### src/core/ddr_cmd_pkg.sv
/*
  Constants and types for the DDR command and bank state logic.
  Assumes a 20 MHz system clock that stands in for the memory clock.
*/
package ddr_cmd_pkg;

  // ************************************************************
  // clock and timing
  // ************************************************************
  localparam int unsigned CLK_PERIOD_NS = 50;
  localparam int unsigned T_RP_NS       = 15;
  localparam int unsigned T_RCD_NS      = 15;
  localparam int unsigned T_RFC_NS      = 70;
  localparam int unsigned T_MRD_NS      = 10;
  localparam int unsigned T_WR_NS       = 15;
  localparam int unsigned T_XSNR_NS     = 75;
  // least times round up, never below one cycle
  localparam int unsigned RP_CYC   = (T_RP_NS + CLK_PERIOD_NS - 1) / CLK_PERIOD_NS;
  localparam int unsigned RCD_CYC  = (T_RCD_NS + CLK_PERIOD_NS - 1) / CLK_PERIOD_NS;
  localparam int unsigned RFC_CYC  = (T_RFC_NS + CLK_PERIOD_NS - 1) / CLK_PERIOD_NS;
  localparam int unsigned MRD_CYC  = (T_MRD_NS + CLK_PERIOD_NS - 1) / CLK_PERIOD_NS;
  localparam int unsigned WR_CYC   = (T_WR_NS + CLK_PERIOD_NS - 1) / CLK_PERIOD_NS;
  localparam int unsigned XSNR_CYC = (T_XSNR_NS + CLK_PERIOD_NS - 1) / CLK_PERIOD_NS;
  localparam int unsigned DLL_LOCK_CYC = 200;

  // ************************************************************
  // widths and positions
  // ************************************************************
  localparam int unsigned NUM_BANKS    = 4;
  localparam int unsigned TMR_W        = 8;
  localparam int unsigned ADDR_W       = 13;
  localparam int unsigned AP_BIT       = 10;
  localparam int unsigned BURST_LEN    = 4;
  localparam logic [TMR_W-1:0] TMR_ZERO = 8'h00;

  // ************************************************************
  // commands: {cs_n, ras_n, cas_n, we_n}
  // ************************************************************
  typedef enum logic [3:0] {
    CMD_ACT   = 4'h3,
    CMD_READ  = 4'h5,
    CMD_WRITE = 4'h4,
    CMD_PRE   = 4'h2,
    CMD_REF   = 4'h1,
    CMD_MRS   = 4'h0,
    CMD_BST   = 4'h6,
    CMD_NOP   = 4'h7
  } cmd_type;

  typedef enum logic [3:0] {
    BANK_IDLE,
    BANK_ACTIVATING,
    BANK_ACTIVE,
    BANK_READ,
    BANK_WRITE,
    BANK_READ_AP,
    BANK_WRITE_AP,
    BANK_PRECHARGING
  } bank_state_type;

  typedef enum logic [3:0] {
    GLB_NORMAL,
    GLB_PRE_PD,
    GLB_ACT_PD,
    GLB_SELF_REF,
    GLB_SR_EXIT,
    GLB_REFRESHING,
    GLB_MODE_REG,
    GLB_PRE_ALL
  } glb_state_type;

endpackage

### src/core/bank_ctl_if.sv
/*
  Carrier between the command decoder and each bank state machine.
  Assumes one instance per bank, all on the system clock.
*/
`timescale 1ns/1ps
interface bank_ctl_if;
  logic                            do_act;
  logic                            do_read;
  logic                            do_write;
  logic                            do_pre;
  logic                            auto_pre;
  logic                            end_burst;
  ddr_cmd_pkg::bank_state_type     state;

  modport ctl  (output do_act, do_read, do_write, do_pre, auto_pre, end_burst, input state);
  modport bank (input do_act, do_read, do_write, do_pre, auto_pre, end_burst, output state);
endinterface

### src/core/ddr_bank_fsm.sv
/*
  One bank's state machine with its own tRP / tRCD / burst timer.
  Assumes the decoder only pulses commands legal for the present state.
*/
`timescale 1ns/1ps
module ddr_bank_fsm (
  // clock and reset
  input  wire logic  i_sys_clk,
  input  wire logic  i_rstn,
  // decoder side
  bank_ctl_if.bank   ctl
);
  import ddr_cmd_pkg::*;

  bank_state_type     state;
  logic [TMR_W-1:0]   tmr;
  logic               ap_pre;

  assign ctl.state = state;

  always_ff @(posedge i_sys_clk) begin
    if (!i_rstn) begin
      state  <= BANK_IDLE;
      tmr    <= TMR_ZERO;
      ap_pre <= 1'b0;
    end else if (ctl.do_pre) begin
      state  <= BANK_PRECHARGING;
      tmr    <= TMR_W'(RP_CYC);
      ap_pre <= 1'b0;
    end else if (ctl.do_act) begin
      state <= BANK_ACTIVATING;
      tmr   <= TMR_W'(RCD_CYC);
    end else if (ctl.do_read || ctl.do_write) begin
      if (ctl.do_read) begin
        state <= ctl.auto_pre ? BANK_READ_AP : BANK_READ;
        tmr   <= TMR_W'(BURST_LEN / 2);
      end else begin
        state <= ctl.auto_pre ? BANK_WRITE_AP : BANK_WRITE;
        tmr   <= TMR_W'(BURST_LEN / 2 + WR_CYC);
      end
      ap_pre <= 1'b0;
    end else if (ctl.end_burst && state == BANK_READ) begin
      state <= BANK_ACTIVE;
      tmr   <= TMR_ZERO;
    end else if (tmr > TMR_ZERO) begin
      tmr <= tmr - TMR_W'(1);
    end else begin
      case (state)
        BANK_PRECHARGING: state <= BANK_IDLE;
        BANK_ACTIVATING:  state <= BANK_ACTIVE;
        BANK_READ,
        BANK_WRITE:       state <= BANK_ACTIVE;
        BANK_READ_AP,
        BANK_WRITE_AP: begin
          // access period ends; then tRP of the automatic precharge
          if (ap_pre) begin
            state  <= BANK_IDLE;
            ap_pre <= 1'b0;
          end else begin
            ap_pre <= 1'b1;
            tmr    <= TMR_W'(RP_CYC);
          end
        end
        default: state <= state;
      endcase
    end
  end

endmodule // ddr_bank_fsm

### src/core/ddr_cke_cmd_fsm.sv
/*
  Command and state logic of a four-bank DDR SDRAM behind its command pins:
  clock-enable power modes, per-bank state, timed transient states.
  Assumes command pins come from another clock domain and are synchronised here,
  so every command is seen two cycles late, all consistently.
*/
`timescale 1ns/1ps
module ddr_cke_cmd_fsm (
  // clock and reset
  input  wire logic                           i_sys_clk,
  input  wire logic                           i_rstn,
  // command pins
  input  wire logic                           i_cke,
  input  wire logic                           i_cs_n,
  input  wire logic                           i_ras_n,
  input  wire logic                           i_cas_n,
  input  wire logic                           i_we_n,
  input  wire logic [1:0]                     i_bank_addr,
  input  wire logic [ddr_cmd_pkg::ADDR_W-1:0] i_addr,
  // state and status
  output logic [ddr_cmd_pkg::NUM_BANKS*4-1:0] o_bank_states,
  output ddr_cmd_pkg::glb_state_type          o_glb_state,
  output logic                                o_illegal,
  output logic                                o_illegal_seen,
  output logic                                o_read_ready
);
  import ddr_cmd_pkg::*;

  // ************************************************************
  // input synchronisers
  // ************************************************************
  localparam int unsigned PIN_W = 5 + 2 + ADDR_W;
  logic [PIN_W-1:0] pin_meta;
  logic [PIN_W-1:0] pin_sync;

  always_ff @(posedge i_sys_clk) begin
    if (!i_rstn) begin
      pin_meta <= '0;
      pin_sync <= '0;
    end else begin
      pin_meta <= {i_cke, i_cs_n, i_ras_n, i_cas_n, i_we_n, i_bank_addr, i_addr};
      pin_sync <= pin_meta;
    end
  end

  logic              cke_cur;
  logic              cke_prev;
  logic [3:0]        cmd_bits;
  logic [1:0]        ba;
  logic [ADDR_W-1:0] addr;
  logic              is_nop;
  cmd_type           cmd;

  assign cke_cur  = pin_sync[PIN_W-1];
  assign cmd_bits = pin_sync[PIN_W-2 -: 4];
  assign ba       = pin_sync[ADDR_W +: 2];
  assign addr     = pin_sync[ADDR_W-1:0];
  assign cmd      = cmd_type'(cmd_bits[3] ? 4'h7 : cmd_bits);
  assign is_nop   = (cmd == CMD_NOP);

  always_ff @(posedge i_sys_clk) begin
    if (!i_rstn) begin
      cke_prev <= 1'b0;
    end else begin
      cke_prev <= cke_cur;
    end
  end

  // ************************************************************
  // bank machines
  // ************************************************************
  bank_ctl_if     bif [NUM_BANKS] ();
  bank_state_type bst [NUM_BANKS];
  logic [NUM_BANKS-1:0] b_idle;
  logic [NUM_BANKS-1:0] b_open;

  logic [NUM_BANKS-1:0] sel_act;
  logic [NUM_BANKS-1:0] sel_rd;
  logic [NUM_BANKS-1:0] sel_wr;
  logic [NUM_BANKS-1:0] sel_pre;
  logic [NUM_BANKS-1:0] sel_bst;

  genvar gi;
  generate
    for (gi = 0; gi < NUM_BANKS; gi++) begin : g_bank
      assign bif[gi].do_act    = sel_act[gi];
      assign bif[gi].do_read   = sel_rd[gi];
      assign bif[gi].do_write  = sel_wr[gi];
      assign bif[gi].do_pre    = sel_pre[gi];
      assign bif[gi].auto_pre  = addr[AP_BIT];
      assign bif[gi].end_burst = sel_bst[gi];
      assign bst[gi]           = bif[gi].state;
      assign b_idle[gi]        = (bst[gi] == BANK_IDLE);
      assign b_open[gi]        = (bst[gi] == BANK_ACTIVE) || (bst[gi] == BANK_READ) ||
                                 (bst[gi] == BANK_WRITE);
      ddr_bank_fsm u_bank (
        .i_sys_clk (i_sys_clk),
        .i_rstn    (i_rstn),
        .ctl       (bif[gi])
      );
    end
  endgenerate

  // ************************************************************
  // global state and timer
  // ************************************************************
  glb_state_type     glb;
  logic [TMR_W-1:0]  gtmr;
  logic [7:0]        dll_cnt;
  logic [1:0]        last_rd_bank;
  logic              last_rd_valid;
  logic              all_idle;
  logic              cmd_en;
  logic              illegal;
  bank_state_type    cur;

  assign all_idle = &b_idle;
  assign cur      = bst[ba];
  // the bank table only applies with cke high at both edges
  assign cmd_en   = cke_prev && cke_cur && (glb == GLB_NORMAL);

  // ************************************************************
  // command decode
  // ************************************************************
  always_comb begin
    sel_act = '0;
    sel_rd  = '0;
    sel_wr  = '0;
    sel_pre = '0;
    sel_bst = '0;
    illegal = 1'b0;
    if (cke_prev && cke_cur && glb != GLB_NORMAL) begin
      // transient global states accept nothing but NOP
      illegal = !is_nop;
    end else if (cmd_en && !is_nop) begin
      case (cmd)
        CMD_ACT: begin
          if (cur == BANK_IDLE) sel_act[ba] = 1'b1;
          else illegal = 1'b1;
        end
        CMD_READ, CMD_WRITE: begin
          if (cur == BANK_ACTIVE || cur == BANK_READ || cur == BANK_WRITE) begin
            sel_rd[ba] = (cmd == CMD_READ);
            sel_wr[ba] = (cmd == CMD_WRITE);
          end else begin
            illegal = 1'b1;
          end
        end
        CMD_PRE: begin
          if (addr[AP_BIT]) begin
            // bank inputs ignored; transient banks make it illegal
            for (int i = 0; i < NUM_BANKS; i++) begin
              if (!(b_idle[i] || b_open[i])) illegal = 1'b1;
            end
            if (!illegal) sel_pre = ~b_idle;
          end else if (b_open[ba]) begin
            sel_pre[ba] = 1'b1;
          end else if (cur != BANK_IDLE) begin
            illegal = 1'b1;
          end
        end
        CMD_BST: begin
          if (last_rd_valid) sel_bst[last_rd_bank] = 1'b1;
          else illegal = 1'b1;
        end
        CMD_REF, CMD_MRS: begin
          illegal = !all_idle;
        end
        default: illegal = 1'b1;
      endcase
    end else if (cke_prev && !cke_cur && glb == GLB_NORMAL) begin
      // power-down entry needs NOP, self refresh needs refresh
      if (cmd == CMD_REF) illegal = !all_idle;
      else if (!is_nop) illegal = 1'b1;
      else if (!(all_idle || (b_open != '0))) illegal = 1'b1;
    end else if (!cke_prev && cke_cur && !is_nop) begin
      illegal = 1'b1;
    end
  end

  always_ff @(posedge i_sys_clk) begin
    if (!i_rstn) begin
      last_rd_valid <= 1'b0;
      last_rd_bank  <= 2'h0;
    end else if (sel_rd != '0) begin
      last_rd_valid <= 1'b1;
      last_rd_bank  <= ba;
    end else if (sel_bst != '0 || sel_wr != '0) begin
      last_rd_valid <= 1'b0;
    end
  end

  always_ff @(posedge i_sys_clk) begin
    if (!i_rstn) begin
      glb  <= GLB_NORMAL;
      gtmr <= TMR_ZERO;
    end else if (cke_prev && !cke_cur && glb == GLB_NORMAL && !illegal) begin
      if (cmd == CMD_REF) glb <= GLB_SELF_REF;
      else if (all_idle) glb <= GLB_PRE_PD;
      else glb <= GLB_ACT_PD;
    end else if (!cke_prev && cke_cur && is_nop) begin
      case (glb)
        GLB_SELF_REF: begin
          glb  <= GLB_SR_EXIT;
          gtmr <= TMR_W'(XSNR_CYC);
        end
        GLB_PRE_PD,
        GLB_ACT_PD: glb <= GLB_NORMAL;
        default: glb <= glb;
      endcase
    end else if (cmd_en && !illegal && cmd == CMD_REF) begin
      glb  <= GLB_REFRESHING;
      gtmr <= TMR_W'(RFC_CYC);
    end else if (cmd_en && !illegal && cmd == CMD_MRS) begin
      glb  <= GLB_MODE_REG;
      gtmr <= TMR_W'(MRD_CYC);
    end else if (cmd_en && !illegal && cmd == CMD_PRE && addr[AP_BIT]) begin
      glb  <= GLB_PRE_ALL;
      gtmr <= TMR_W'(RP_CYC);
    end else if (gtmr > TMR_ZERO) begin
      gtmr <= gtmr - TMR_W'(1);
    end else if (glb == GLB_SR_EXIT || glb == GLB_REFRESHING || glb == GLB_MODE_REG ||
                 glb == GLB_PRE_ALL) begin
      glb <= GLB_NORMAL;
    end
  end

  // DLL lock count after self-refresh exit gates read readiness
  always_ff @(posedge i_sys_clk) begin
    if (!i_rstn) begin
      dll_cnt <= 8'h00;
    end else if (glb == GLB_SELF_REF) begin
      dll_cnt <= 8'(DLL_LOCK_CYC);
    end else if (dll_cnt != 8'h00) begin
      dll_cnt <= dll_cnt - 8'h01;
    end
  end

  // ************************************************************
  // outputs
  // ************************************************************
  always_ff @(posedge i_sys_clk) begin
    if (!i_rstn) begin
      o_bank_states  <= '0;
      o_glb_state    <= GLB_NORMAL;
      o_illegal      <= 1'b0;
      o_illegal_seen <= 1'b0;
      o_read_ready   <= 1'b0;
    end else begin
      for (int i = 0; i < NUM_BANKS; i++) begin
        o_bank_states[i*4 +: 4] <= bst[i];
      end
      o_glb_state  <= glb;
      o_illegal    <= illegal;
      // sticky: only a reset clears it, as recovery needs re-init
      if (illegal) o_illegal_seen <= 1'b1;
      o_read_ready <= (glb == GLB_NORMAL) && (dll_cnt == 8'h00);
    end
  end

endmodule // ddr_cke_cmd_fsm

### config.mk
export PLATFORM = sky130hd
export DESIGN_NAME = ddr_cke_cmd_fsm
export DESIGN_NICKNAME = d
export VERILOG_FILES = /design/src/core/ddr_cmd_pkg.sv /design/src/core/bank_ctl_if.sv /design/src/core/ddr_bank_fsm.sv /design/src/core/ddr_cke_cmd_fsm.sv
export SDC_FILE = /design/constraint.sdc
export NUM_CORES = 1
export LEC_CHECK = 0
export ABC_AREA = 1
export BUFFER_PORTS_ARGS = -buffer_cell sky130_fd_sc_hd__buf_2
export CAP_MARGIN = 10
export CELL_PAD_IN_SITES_DETAIL_PLACEMENT = 1
export CELL_PAD_IN_SITES_GLOBAL_PLACEMENT = 2
export CORE_ASPECT_RATIO = 0.75
export CORE_UTILIZATION = 37
export CTS_CLUSTER_DIAMETER = 50
export DETAILED_ROUTE_END_ITERATION = 10
export GPL_TIMING_DRIVEN = 0
export PLACE_DENSITY = 0.88
export SLEW_MARGIN = 40
export SYNTH_ARGS = -nofsm -noshare
export SYNTH_HDL_FRONTEND = slang
export SYNTH_SLANG_ARGS = --single-unit
### constraint.sdc
create_clock -name i_sys_clk -period 5.78 [get_ports i_sys_clk]
set_input_delay 0.578 -clock i_sys_clk [delete_from_list [all_inputs] [get_ports i_sys_clk]]
set_output_delay 0.578 -clock i_sys_clk [all_outputs]
set_load 0.05 [all_outputs]
==> metrics.txt <==
run status finished, violations left; failing checks DRC; critical path data required time 6.03 ns; Initial Utilization 38.5%; Max Cap Violations 0; Mapped Cells 895; Pleak 3.45 nW; leading cell type in the layout, fill and taps excluded sky130_fd_sc_hd__nand2_1; DR pass1 iterations 8; final instance area 0.00702 sq mm; worst hold path depth 3; #FFs+latches synth 105; Std-Cell Core Area 0.0163 sq mm; Crit Path Class register to register; sequential group share of total power 34.4%; cell area after placement 0.00669 sq mm; element type at the critical path end register; GRT Resource Usage Total 20.7%; largest fanout of any net on the critical path 10; setup tns final 0 ns; share of layout cells above drive strength 1 18.2%; Clock Path Buffers 2; number of buffers inserted to repair setup after CTS 0; post-synthesis sequential area ratio 33.5%; setup repair after global routing missed its margin no; post-CTS clock slew at the launch and capture registers of the worst setup and hold paths 0.08 ns; power density over the cells 416 mW/mm^2; Slew @ Worst Pin 0.758 ns; io pins 45; drt initial violations 340; Sw Share 40.5%; arrival time at the worst endpoint 2.84 ns; Period minus WS final 2.59 ns; clock skew 0.0142 ns; net switching power of the design 1.18 mW; total number of vias 5697; via count of the first global-routing pass 5531; Critical Path Source Type register; synthesized area per cell 7.01 sq um; PnR worst setup slack 3.19 ns; placer congestion estimate 0.844; Worst path most repeated cell sky130_fd_sc_hd__nor2_1; dominant synthesized flop cell sky130_fd_sc_hd__dfxtp_1; die span in x 152 um; max frequency 0.386 GHz; fraction of power consumed by combinational cells 42.3%; cts bufs inserted 9; number of synthesized flops with an enable pin 0; P_int 1.74 mW; total number of H-tree levels 3; largest stage delay on the critical path 0.55 ns; relative slew slack 49.5%; Layout area overhead 11.8%; total congestion overflow 0; die area 0.0175 sq mm; row count 40; diode count 0; final core occ 43.0%; setup violation total in the final timing report 0; highest-delay cell along the critical path sky130_fd_sc_hd__dfxtp_1; pre-CTS worst setup slack 3.29 ns; area of the mapped netlist 0.00628 sq mm; hold bufs inserted after CTS 0; total number of nets in the final design 970; number of cells in the finished layout apart from fillers 1152; number of warnings reported in the yosys synthesis log 0; drt total wl 17300 um; path length in cells of the critical path 16; Synth async-reset ratio 0%; initial antenna violation count 0; Post-DP HPWL 13400 um; clock tree root buffer cell sky130_fd_sc_hd__clkbuf_16; maximum number of pins on one net before global-route repair 19; total instance count after detailed placement 1136; number of nets with antenna violations after detailed routing 0; share of the cycle needed by the critical path after routing 44.8%; die height 115 um; peak supply drop 0.000142 V; TritonCTS clock tree done; Port Buffers 27; most frequent cells in the layout sky130_fd_sc_hd__nand2_1 (184), sky130_fd_sc_hd__inv_1 (141), sky130_fd_sc_hd__dfxtp_1 (105), sky130_fd_sc_hd__nor2_1 (97), sky130_fd_sc_hd__a21oi_1 (48); number of resized instances in the post-cts repair step 0; source-to-sink clock delay at the later pin of the worst-skew pair 0.36 ns; hold crit path type input pin to register; FF-to-FF path depth 16; gate family responsible for the most delay along the worst path simple AND/OR/NAND/NOR gates; first-pass GRT wire length 28500 um; worst path buffer plus inverter count 4; routed length per placed instance 15.0 um; clock share of power 23.3%; cells traversed along the worst timing path inv_1 -> o21ai_0 -> nor2_1 -> nand3_1 -> inv_1 -> nor2_1 -> nand2_1 -> nand2_2 -> nand2_4 -> nand2_2 -> o22ai_2 -> inv_2 -> buf_6 -> nand4_1 -> nand2_1 -> nor2_1; number of sinks driven by the clock tree 105; total count of max-transition violations in the final report 0; number of remaining DRC errors 2; via density per instance 4.95; distinct cell type count of the synthesized netlist 65; count of endpoints failing hold in the final timing report 0
worst paths after layout:
check,from,endpoint,slack (ns)
worst min-delay path,i_bank_addr[0],pin_meta[13]$_SDFF_PN0_,0.39
worst min register to register,pin_meta[15]$_SDFF_PN0_,pin_sync[15]$_SDFF_PN0_,0.42
worst max-delay path,g_bank[0].u_bank.ctl.state[0]$_SDFFE_PN0P_,gtmr[2]$_SDFFE_PN0P_,3.19
worst max register to register,g_bank[0].u_bank.ctl.state[0]$_SDFFE_PN0P_,gtmr[2]$_SDFFE_PN0P_,3.19
sequential cells by signal, indices dropped and copies added, names as in the netlist, 4 cells and up:
| register | cells |
|---|---|
| dll_cnt | 8 |
| g_bank.u_bank.ap_pre | 4 |
| g_bank.u_bank.ctl.state | 12 |
| g_bank.u_bank.tmr | 32 |
| gtmr | 8 |
| o_bank_states | 12 |
| pin_meta | 8 |
| pin_sync | 8 |
through the flow:
stage	power [mW]	hold WS [ns]
after floorplan	2.01	0.390
after global placement	2.23	0.393
after detailed placement	2.26	0.400
after CTS	2.96	0.386
after global routing	3.17	0.396
final	2.92	0.395
cell families (layout without fill, tap and decap cells):
kind of cell,after synthesis,after routing,share of synthesized area (%)
muxes,1,1,0.159
buffers and inverters,187,230,12.5
DFF,105,105,33.5
adders and majority gates,11,11,2.19
AOI/OAI and AO/OA,132,132,13.0
xor gates and xnor gates,9,9,1.26
and+or+nand+nor,449,449,37.3
other,1,5,0.0598
worst reg2reg max path, delay by kind of cell (launching register included):
kind / cells / cell delay (ns)
buf+inv: 4 / 0.53
compound gates: 2 / 0.51
flops: 1 / 0.55
simple gates: 10 / 0.89
cell usage after synthesis (5+ instances only):
library cell              number  share of area (%)
sky130_fd_sc_hd__nand2_1     184                 11
sky130_fd_sc_hd__a21oi_1      48                3.8
sky130_fd_sc_hd__xor2_1        5               0.70
sky130_fd_sc_hd__inv_2        22                1.3
sky130_fd_sc_hd__nand2_2      23                2.3
sky130_fd_sc_hd__a31oi_1      11                1.1
sky130_fd_sc_hd__nor2_4        9                1.6
sky130_fd_sc_hd__dfxtp_1     105                 33
sky130_fd_sc_hd__nand4_4       5                1.7
sky130_fd_sc_hd__nor2_2       15                1.5
sky130_fd_sc_hd__buf_6         5               0.90
sky130_fd_sc_hd__inv_1       141                8.4
sky130_fd_sc_hd__nand3_1      43                3.4
sky130_fd_sc_hd__o21ai_0      27                2.2
sky130_fd_sc_hd__nor2_1       97                5.8
sky130_fd_sc_hd__nand4_1      17                1.7
sky130_fd_sc_hd__nor3_1       22                1.8
sky130_fd_sc_hd__buf_4         7               0.84
sky130_fd_sc_hd__o21ai_1      16                1.3
sky130_fd_sc_hd__ha_1         11                2.2
sky130_fd_sc_hd__nor3_2        8                1.3
cell type report:
cell class,count,area [sq um]
buffer,21,156
clock buffer,10,229
clock inverter,6,97.6
fill,2104,9300
inverter,166,631
multi-input combinational,607,3400
sequential,105,2100
tap,210,263
timing repair buffer,27,135
power groups by stage:
stage                     sequential (mW)  combinational [mW]  clock [mW]
after floorplan                      1.00                1.01           0
after global placement               1.02                1.21           0
after detailed placement             1.02                1.24           0
after CTS                            1.00                1.25       0.705
after global routing                 1.03                1.41       0.730
final                                1.00                1.23       0.681
per-layer routing:
metal  up-vias  global-route usage, %  wire, um
met3        13                   3.39       625
met5         -                      0         0
met2        96                   30.2      6890
met4         0                   5.10       166
met1      2654                   31.3      9630
li1       2934                      -         -
No activity file was read; power rests on OpenSTA's default activity.
